<file path="src/gcse_pkg.sv">
// Purpose: constants and carriers for the generic command status encoder
// Assumes: 32-bit axi4-lite register bus, 125 MHz clock
// Notes: status codes are the upper generic code space
package gcse_pkg;
    // generic status codes
    localparam logic [7:0] GCSE_SC_SUCCESS = 8'h00;
    localparam logic [7:0] GCSE_SC_OP_DENIED = 8'h15;
    localparam logic [7:0] GCSE_SC_DESC_OFFSET = 8'h16;
    localparam logic [7:0] GCSE_SC_RSVD_17 = 8'h17;
    localparam logic [7:0] GCSE_SC_HOSTID_FMT = 8'h18;
    localparam logic [7:0] GCSE_SC_KA_EXPIRED = 8'h19;
    localparam logic [7:0] GCSE_SC_KA_INVALID = 8'h1a;
    localparam logic [7:0] GCSE_SC_PREEMPT_ABORT = 8'h1b;
    localparam logic [7:0] GCSE_SC_SAN_FAILED = 8'h1c;
    localparam logic [7:0] GCSE_SC_SAN_BUSY = 8'h1d;
    localparam logic [7:0] GCSE_SC_GRAN = 8'h1e;
    localparam logic [7:0] GCSE_SC_CMB_QUEUE = 8'h1f;
    localparam logic [7:0] GCSE_SC_WR_PROT = 8'h20;
    localparam logic [7:0] GCSE_SC_INTERRUPTED = 8'h21;
    localparam logic [7:0] GCSE_SC_TRANSIENT = 8'h22;
    localparam logic [7:0] GCSE_SC_RSVD_LO = 8'h23;
    localparam logic [7:0] GCSE_SC_RSVD_HI = 8'h7f;
    localparam logic [7:0] GCSE_SC_CSS_LO = 8'h80;
    localparam logic [7:0] GCSE_SC_CSS_HI = 8'hbf;
    localparam logic [7:0] GCSE_SC_VS_LO = 8'hc0;
    // fallback when an internal code is reserved
    localparam logic [7:0] GCSE_SC_INTERNAL = 8'h06;
    // preempt and abort action code
    localparam logic [2:0] GCSE_RACQ_PREEMPT_ABORT = 3'b010;
    // advanced retry enable value that permits the interrupted code
    localparam logic [1:0] GCSE_ARE_ON = 2'h1;
    // dword granularity mask
    localparam logic [1:0] GCSE_DWORD_MASK = 2'b00;
    // register byte offsets
    localparam logic [7:0] GCSE_REG_CTRL = 8'h00;
    localparam logic [7:0] GCSE_REG_STATUS = 8'h04;
    localparam logic [7:0] GCSE_REG_COUNT = 8'h08;
    localparam logic [7:0] GCSE_REG_LAST = 8'h0c;
    // control field positions
    localparam int GCSE_CTRL_ARE_LSB = 0;
    localparam int GCSE_CTRL_LEGACY = 2;
    localparam int GCSE_CTRL_REV13 = 3;
    localparam int GCSE_CTRL_DWORD = 4;
    localparam int GCSE_CTRL_KA_REQ = 5;
    localparam int GCSE_CTRL_SAN_FAIL = 6;
    localparam int GCSE_CTRL_SAN_BUSY = 7;
    // control reset value: revision 1.3 behaviour, dword granularity
    localparam logic [7:0] GCSE_CTRL_RESET = 8'h18;
    // keep-alive timeout largest legal value
    localparam logic [15:0] GCSE_KATO_MAX = 16'hffff;
    // axi response codes
    localparam logic [1:0] GCSE_RESP_OKAY = 2'b00;
    localparam logic [1:0] GCSE_RESP_SLVERR = 2'b10;

    // one command's fault conditions, sampled with cmd_valid
    typedef struct packed {
        logic denied;          // lacking access rights
        logic media_access;    // command accesses media
        logic offset_bad;      // descriptor offset invalid
        logic hostid_mixed;    // 64/128-bit host ids in use
        logic ka_expired;      // keep-alive timer expired
        logic ka_set;          // command sets keep-alive timeout
        logic [15:0] ka_value; // requested timeout
        logic preempted;       // preempted by reservation acquire
        logic [2:0] reservation_acquire_action;
        logic san_forbidden;   // command not allowed during sanitize
        logic is_sanitize;     // command is a sanitize command
        logic desc_check;      // data-block descriptor present
        logic [1:0] desc_addr_lo;
        logic [1:0] desc_len_lo;
        logic cmb_queue_bad;   // queue in controller_memory_buffer unsupported
        logic wr_protected;    // namespace write protected
        logic interrupted;     // processing interrupted
        logic transient;       // transient transport error
        logic [7:0] other_code; // code from other sources (css / vendor)
    } gcse_cmd_type;

    // completion_entry status fields
    typedef struct packed {
        logic [7:0] code;
        logic dnr;
    } gcse_status_type;
endpackage : gcse_pkg

</file>
<file path="src/gcse_encoder.sv">
// Purpose: pick the generic status code and do-not-retry flag per command
// Assumes: one command condition set per cmd_valid_i pulse
// Notes: control and counters over axi4-lite
// Summary of operation
// - access-rights refusal reports 15h
// - media access denial uses dedicated code instead
// - invalid descriptor offset reports 16h
// - mixed host identifier widths report 18h
// - keep-alive expiry reports 19h
// - invalid keep-alive timeout reports 1Ah
// - preempt-and-abort reservation reports 1Bh
// - failed unrecovered sanitize reports 1Ch
// - function forbidden during sanitize reports 1Dh
// - bad descriptor granularity reports 1Eh
// - legacy mode reports 15h for granularity
// - unsupported queue in memory buffer reports 1Fh
// - revision 1.3 uses 1Fh only for sanitize
// - write-protected namespace reports 20h
// - interrupted code clears do-not-retry
// - interrupted code only with retry enabled
// - transient transport error reports 22h
// - 80h-BFh command set, C0h-FFh vendor
`timescale 1ns/100ps
module gcse_encoder (
    input wire logic clk_i,
    input wire logic rst_n_i,
    // command conditions
    input wire logic cmd_valid_i,
    input wire gcse_pkg::gcse_cmd_type cmd_i,
    input wire logic [7:0] media_denied_code_i,
    // completion status
    output logic sts_valid_o,
    output gcse_pkg::gcse_status_type sts_o,
    // axi4-lite slave
    input wire logic [7:0] s_axi_awaddr_i,
    input wire logic s_axi_awvalid_i,
    output logic s_axi_awready_o,
    input wire logic [31:0] s_axi_wdata_i,
    input wire logic [3:0] s_axi_wstrb_i,
    input wire logic s_axi_wvalid_i,
    output logic s_axi_wready_o,
    output logic [1:0] s_axi_bresp_o,
    output logic s_axi_bvalid_o,
    input wire logic s_axi_bready_i,
    input wire logic [7:0] s_axi_araddr_i,
    input wire logic s_axi_arvalid_i,
    output logic s_axi_arready_o,
    output logic [31:0] s_axi_rdata_o,
    output logic [1:0] s_axi_rresp_o,
    output logic s_axi_rvalid_o,
    input wire logic s_axi_rready_i
);
    import gcse_pkg::*;

    logic [7:0] ctrl_q;        // control bits
    logic [15:0] cnt_q;        // completions issued
    logic [15:0] intr_cnt_q;   // interrupted completions
    gcse_status_type sts_q;    // registered status
    logic sts_valid_q;         // status strobe
    logic [7:0] aw_addr_q;     // captured write address
    logic aw_have_q;           // write address held
    logic [31:0] w_data_q;     // captured write data
    logic [3:0] w_strb_q;      // captured strobes
    logic w_have_q;            // write data held
    logic bvalid_q;            // write response pending
    logic [1:0] bresp_q;       // write response code
    logic rvalid_q;            // read data pending
    logic [31:0] rdata_q;      // read data
    logic [1:0] rresp_q;       // read response code
    gcse_status_type enc_d;    // combinational encoder result

    // reserved generic code test
    function automatic logic gcse_is_reserved(input logic [7:0] c);
        gcse_is_reserved = (c == GCSE_SC_RSVD_17) ||
            (c >= GCSE_SC_RSVD_LO && c <= GCSE_SC_RSVD_HI);
    endfunction : gcse_is_reserved

    // decoded control
    logic are_on;
    logic legacy;
    logic rev13;
    logic gran_bad;
    logic ka_bad;
    assign are_on = (ctrl_q[GCSE_CTRL_ARE_LSB +: 2] == GCSE_ARE_ON);
    assign legacy = ctrl_q[GCSE_CTRL_LEGACY];
    assign rev13 = ctrl_q[GCSE_CTRL_REV13];
    // dword-only device: low address or length bits must be zero
    assign gran_bad = cmd_i.desc_check && ctrl_q[GCSE_CTRL_DWORD] &&
        ((cmd_i.desc_addr_lo != GCSE_DWORD_MASK) || (cmd_i.desc_len_lo != GCSE_DWORD_MASK));
    // zero on a keep-alive transport, or over the transport limit
    assign ka_bad = cmd_i.ka_set &&
        ((ctrl_q[GCSE_CTRL_KA_REQ] && cmd_i.ka_value == 16'h0000) ||
         (cmd_i.ka_value > GCSE_KATO_MAX));

    // priority encoder, first matching condition wins
    always_comb begin
        enc_d.code = GCSE_SC_SUCCESS;
        enc_d.dnr = 1'b0;
        if (cmd_i.preempted && cmd_i.reservation_acquire_action == GCSE_RACQ_PREEMPT_ABORT) begin
            enc_d.code = GCSE_SC_PREEMPT_ABORT;
        end else if (cmd_i.ka_expired) begin
            enc_d.code = GCSE_SC_KA_EXPIRED;
        end else if (ctrl_q[GCSE_CTRL_SAN_FAIL] && cmd_i.san_forbidden) begin
            enc_d.code = GCSE_SC_SAN_FAILED;
            enc_d.dnr = 1'b1;
        end else if (ctrl_q[GCSE_CTRL_SAN_BUSY] && cmd_i.san_forbidden) begin
            enc_d.code = GCSE_SC_SAN_BUSY;
        end else if (cmd_i.denied && cmd_i.media_access) begin
            enc_d.code = media_denied_code_i;
            enc_d.dnr = 1'b1;
        end else if (cmd_i.denied) begin
            enc_d.code = GCSE_SC_OP_DENIED;
            enc_d.dnr = 1'b1;
        end else if (cmd_i.wr_protected) begin
            enc_d.code = GCSE_SC_WR_PROT;
            enc_d.dnr = 1'b1;
        end else if (cmd_i.hostid_mixed) begin
            enc_d.code = GCSE_SC_HOSTID_FMT;
            enc_d.dnr = 1'b1;
        end else if (ka_bad) begin
            enc_d.code = GCSE_SC_KA_INVALID;
            enc_d.dnr = 1'b1;
        end else if (cmd_i.cmb_queue_bad && (!rev13 || cmd_i.is_sanitize)) begin
            enc_d.code = GCSE_SC_CMB_QUEUE;
            enc_d.dnr = 1'b1;
        end else if (cmd_i.offset_bad) begin
            enc_d.code = GCSE_SC_DESC_OFFSET;
            enc_d.dnr = 1'b1;
        end else if (gran_bad) begin
            enc_d.code = legacy ? GCSE_SC_OP_DENIED : GCSE_SC_GRAN;
            enc_d.dnr = 1'b1;
        end else if (cmd_i.transient) begin
            enc_d.code = GCSE_SC_TRANSIENT;
        end else if (cmd_i.interrupted && are_on) begin
            enc_d.code = GCSE_SC_INTERRUPTED;
            enc_d.dnr = 1'b0;
        end else if (cmd_i.interrupted) begin
            // retry not enabled: report as an internal error instead
            enc_d.code = GCSE_SC_INTERNAL;
        end else begin
            // css and vendor codes pass through
            enc_d.code = cmd_i.other_code;
        end
        // any reserved value is replaced, never emitted
        if (gcse_is_reserved(enc_d.code)) begin
            enc_d.code = GCSE_SC_INTERNAL;
            enc_d.dnr = 1'b0;
        end
    end

    // completion status register
    always_ff @(posedge clk_i or negedge rst_n_i) begin
        if (!rst_n_i) begin
            sts_q <= '0;
            sts_valid_q <= 1'b0;
        end else begin
            sts_valid_q <= cmd_valid_i;
            if (cmd_valid_i) begin
                sts_q <= enc_d;
            end
        end
    end
    assign sts_valid_o = sts_valid_q;
    assign sts_o = sts_q;

    // completion counters
    always_ff @(posedge clk_i or negedge rst_n_i) begin
        if (!rst_n_i) begin
            cnt_q <= 16'h0000;
            intr_cnt_q <= 16'h0000;
        end else if (sts_valid_q) begin
            cnt_q <= cnt_q + 16'h0001;
            if (sts_q.code == GCSE_SC_INTERRUPTED) begin
                intr_cnt_q <= intr_cnt_q + 16'h0001;
            end
        end
    end

    // write channel capture, address and data in either order
    always_ff @(posedge clk_i or negedge rst_n_i) begin
        if (!rst_n_i) begin
            aw_have_q <= 1'b0;
            aw_addr_q <= 8'h00;
            w_have_q <= 1'b0;
            w_data_q <= 32'h0000_0000;
            w_strb_q <= 4'h0;
        end else begin
            if (s_axi_awvalid_i && s_axi_awready_o) begin
                aw_have_q <= 1'b1;
                aw_addr_q <= s_axi_awaddr_i;
            end else if (aw_have_q && w_have_q) begin
                aw_have_q <= 1'b0;
            end
            if (s_axi_wvalid_i && s_axi_wready_o) begin
                w_have_q <= 1'b1;
                w_data_q <= s_axi_wdata_i;
                w_strb_q <= s_axi_wstrb_i;
            end else if (aw_have_q && w_have_q) begin
                w_have_q <= 1'b0;
            end
        end
    end
    assign s_axi_awready_o = !aw_have_q && !bvalid_q;
    assign s_axi_wready_o = !w_have_q && !bvalid_q;

    // control register write and write response
    always_ff @(posedge clk_i or negedge rst_n_i) begin
        if (!rst_n_i) begin
            ctrl_q <= GCSE_CTRL_RESET;
            bvalid_q <= 1'b0;
            bresp_q <= GCSE_RESP_OKAY;
        end else begin
            if (aw_have_q && w_have_q) begin
                bvalid_q <= 1'b1;
                if (aw_addr_q[7:2] == GCSE_REG_CTRL[7:2]) begin
                    bresp_q <= GCSE_RESP_OKAY;
                    if (w_strb_q[0]) begin
                        ctrl_q <= w_data_q[7:0];
                    end
                end else if (aw_addr_q[7:2] == GCSE_REG_STATUS[7:2] ||
                             aw_addr_q[7:2] == GCSE_REG_COUNT[7:2] ||
                             aw_addr_q[7:2] == GCSE_REG_LAST[7:2]) begin
                    // read-only registers ignore writes
                    bresp_q <= GCSE_RESP_OKAY;
                end else begin
                    bresp_q <= GCSE_RESP_SLVERR;
                end
            end else if (bvalid_q && s_axi_bready_i) begin
                bvalid_q <= 1'b0;
            end
        end
    end
    assign s_axi_bvalid_o = bvalid_q;
    assign s_axi_bresp_o = bresp_q;

    // read channel
    always_ff @(posedge clk_i or negedge rst_n_i) begin
        if (!rst_n_i) begin
            rvalid_q <= 1'b0;
            rdata_q <= 32'h0000_0000;
            rresp_q <= GCSE_RESP_OKAY;
        end else if (s_axi_arvalid_i && s_axi_arready_o) begin
            rvalid_q <= 1'b1;
            rresp_q <= GCSE_RESP_OKAY;
            case (s_axi_araddr_i[7:2])
                GCSE_REG_CTRL[7:2]: rdata_q <= {24'h00_0000, ctrl_q};
                GCSE_REG_STATUS[7:2]: rdata_q <= {23'h00_0000, sts_q};
                GCSE_REG_COUNT[7:2]: rdata_q <= {16'h0000, cnt_q};
                GCSE_REG_LAST[7:2]: rdata_q <= {16'h0000, intr_cnt_q};
                default: begin
                    rdata_q <= 32'h0000_0000;
                    rresp_q <= GCSE_RESP_SLVERR;
                end
            endcase
        end else if (rvalid_q && s_axi_rready_i) begin
            rvalid_q <= 1'b0;
        end
    end
    assign s_axi_arready_o = !rvalid_q;
    assign s_axi_rvalid_o = rvalid_q;
    assign s_axi_rdata_o = rdata_q;
    assign s_axi_rresp_o = rresp_q;
endmodule : gcse_encoder

</file>
<file path="config.mk">
export PLATFORM = sky130hd
export DESIGN_NAME = gcse_encoder
export DESIGN_NICKNAME = d
export VERILOG_FILES = /design/src/gcse_pkg.sv /design/src/gcse_encoder.sv
export SDC_FILE = /design/constraint.sdc
export NUM_CORES = 1
export LEC_CHECK = 0
export BUFFER_PORTS_ARGS = -buffer_cell sky130_fd_sc_hd__buf_2
export CAP_MARGIN = 20
export CORE_ASPECT_RATIO = 0.5
export CORE_UTILIZATION = 50
export DETAILED_ROUTE_END_ITERATION = 10
export GPL_ROUTABILITY_DRIVEN = 0
export PLACE_DENSITY = 0.8
export SLEW_MARGIN = 40
export SYNTH_ARGS = -nofsm -noshare
export SYNTH_HDL_FRONTEND = slang
export SYNTH_SLANG_ARGS = --single-unit
</file>
<file path="constraint.sdc">
create_clock -name clk_i -period 7.5 [get_ports clk_i]
set_input_delay 1.875 -clock clk_i [delete_from_list [all_inputs] [get_ports clk_i]]
set_output_delay 1.875 -clock clk_i [all_outputs]
set_load 0.05 [all_outputs]
</file>
==> reports/metrics.csv <==
stage;metric;value;unit
synthesis;Synth top cells by count;dfrtp_1, nand2_1, mux2_2;
global_routing;largest net degree at the start of global routing;88;
synthesis;mapped cell area;4420;um^2
global_routing;vias in the first global route;3222;
cells_and_area;post-layout net count;624;
clock_tree;CTS buffer count;9;
clock_tree;Post-CTS Setup Repair Bufs;0;
timing;fin. max-slew vios;0;
setup_path;Critical Path RT;7.72;ns
synthesis;#FFs+latches synth;87;
synthesis;Post-Synth Simple-Gate Area;0.162;
global_routing;GR Util All Layers;0.231;
die;Die Footprint;9240;um^2
timing;fin crit share;0.550;
cells_and_area;Sequential Area;2180;um^2
global_routing;initial antenna violation count;0;
setup_path;WP buf/inv;1;
timing;Clock Skew;0.00589;ns
clock_tree;CTS-repair resized insts;0;
synthesis;Post-synth ARST share;1.00;
die;core box area;8290;um^2
setup_path;slowest cell on the critical path;or4_4;
synthesis;count leader, synth;dfrtp_1;
synthesis;Yosys top cell area share;0.481;
die;Initial Util;0.533;
route;vias post-DR;3391;
timing;unrepaired setup endpoints after global routing;false;
synthesis;number of synthesized flops with an enable pin;0;
global_routing;GR Overflow Total;0;
die;Die X;135;um
timing;Worst-Margin Slew;0.667;ns
placed_design;I/O Buffers;114;
route;drt pass-1 iters;4;
cells_and_area;Area Growth Syn to Fin;21.1;%
pwr;total power;1470;uW
timing;Final Hold Viols;0;
cells_and_area;ant diodes;0;
outcome;status;completed;
cells_and_area;final instance area;5360;um^2
timing;setup TNS;0;ns
timing;final worst setup slack;3.38;ns
synthesis;Synth Warn #;0;
clock_tree;H-Tree Depth;3;
timing;Worst slew margin;0.555;
die;Site Rows;23;
setup_path;startpoint types;input pin;
setup_path;crit path max fanout;6;
synthesis;sequential element share of the synthesized area;0.493;
global_routing;first-pass GRT wire length;15900;um
pwr;Peak VDD IR;124;uV
route;ANT nets after route;0;
synthesis;predominant post-synthesis flop cell;dfrtp_1;
setup_path;Crit path largest cell delay;0.55;ns
timing;Max Freq;242;MHz
synthesis;number of distinct library cells after synthesis;56;
cells_and_area;area occupied by multi-input gates;2130;um^2
placed_design;placed cell area;5050;um^2
setup_path;Cell Chain, Critical Path;buf_2 -> or4_4 -> a221oi_4 -> o31ai_1 -> a31o_1 -> or4b_4 -> nor3b_4 -> or3_1;
clock_tree;worst skew pair latency;0.34;ns
pwr;PD cells;274;nW/um^2
worst_hold_path;Worst Hold Class;flop to flop;
synthesis;mux share of post-synthesis cell area;0.133;
synthesis;main combinational cell family by area after synthesis;simple AND/OR/NAND/NOR gates;
route;final WL;10100;um
synthesis;area fraction in compound gates after synthesis;0.103;
placed_design;pre-CTS setup slack;3.02;ns
die;IO Pins;164;
timing;final setup fails;0;
run;Max-Cap Viols;0;
route;Via density;5.42;
clock_tree;CTS root buffer;clkbuf_16;
synthesis;top post-synthesis cells by area;dfrtp_1, mux2_2, mux4_2;
route;drt drc;0;
setup_path;CP Class;input pin to flop;
clock_tree;CTS tree;yes;
placed_design;dpl hpwl;7330;um
synthesis;Post-Synth XOR/XNOR Area;0.0594;
cells_and_area;Fillers;666;
route;Routed WL per cell;16.1;um
clock_tree;TritonCTS Sinks;87;
clock_tree;Hold Buf Count CTS;0;
route;Starting DRT DRC Count;216;
synthesis;Adder-Cell Fraction of Synth Area;0.00566;
cells_and_area;layout cells sized above 1;0.348;
synthesis;Avg Cell Area, Syn;11.3;um^2
setup_path;crit end category;flop;
pwr;Static Leakage;0.00257;uW
setup_path;Crit path max-delay family;simple AND/OR/NAND/NOR gates;
timing;Min Hold Slack;0.474;ns
synthesis;cell count after synthesis;392;
timing;min Tclk post-route;4.12;ns
die;Die Y;68.5;um
clock_tree;CTS Buffer Depth;2;
clock_tree;Worst-path clk slew;0.06;ns
synthesis;Synth area leader;dfrtp_1;
setup_path;CP arrival;4.34;ns
## kinds of logic (layout without fill, tap and decap cells)
kind of cell	count (synthesis)	after routing
adders and majority gates	2	2
DFF	87	87
other	1	18
buffers and inverters	33	138
xor gates and xnor gates	30	30
and+or+nand+nor	134	134
AOI/OAI and AO/OA	60	60
muxes	45	45
## cell usage in the layout, fill, tap and decap left out, types with 7 or more instances in the layout
master	n
nor2_1	23
and3_1	11
dfrtp_1	85
inv_1	7
buf_2	113
xor2_1	10
conb_1	18
o21ai_0	13
clkbuf_16	9
mux2i_1	8
a22o_1	8
xnor2_1	20
mux2_2	29
a21oi_1	8
nand2_1	36
nor3_1	10
mux4_2	8
nand3_1	11
## registers in the layout (all words and copies together) (netlist names), 6 cells and up
signal	cells
aw_addr_q	6
cnt_q	16
ctrl_q	8
intr_cnt_q	16
s_axi_rdata_o	16
sts_o	9
w_data_q	8
## where the power goes
part / switching [uW] / total [uW] / internal [uW]
registers: 84.6 / 649 / 564
logic: 213 / 374 / 161
clock network: 168 / 444 / 277
total: 466 / 1470 / 1000
## worst reg2reg max path: cells and delay by family, from the launching register on
family | cells | cell delay [ns]
AO/OA/AOI/OAI | 3 | 0.74
AND/OR/NAND/NOR | 4 | 1.47
flip-flops | 1 | 0.46
## final timing paths
path / start / endpoint / slack, ns / cells past startpoint
setup / recovery: cmd_i[15] / sts_o[3] / 3.38 / 8
hold / removal: intr_cnt_q[15] / intr_cnt_q[15] / 0.47 / 1
setup reg to reg: ctrl_q[7] / sts_o[3] / 4.71 / 7
hold reg to reg: intr_cnt_q[15] / intr_cnt_q[15] / 0.47 / 1
max in group asynchronous: rst_n_i / s_axi_rdata_o[10] / 5.46 / 1
min in group asynchronous: rst_n_i / s_axi_bresp_o[1] / 1.56 / 1
## per-stage QoR
stage                util  std cells
floorplan               -        409
finish              0.646        626
CTS                 0.646        626
global placement    0.608        610
detailed placement  0.610        610
global route        0.646        626
## routing by layer
layer | vias up | wire [um] | track usage
met5 | - | 0 | 0
li1 | 1623 | - | -
met3 | 10 | 530 | 0.0600
met2 | 94 | 4970 | 0.400
met1 | 1664 | 4480 | 0.293
met4 | 0 | 104 | 0.0646
## cell type report
type / instances / area share
Clock buffer: 15 / 0.0500
Sequential cell: 87 / 0.407
Inverter: 8 / 0.00561
Timing Repair Buffer: 114 / 0.108
Multi-Input combinational cell: 289 / 0.397
Clock inverter: 1 / 0.00561
Tap cell: 112 / 0.0262
Note: power is estimated with default switching activity, not from simulation.
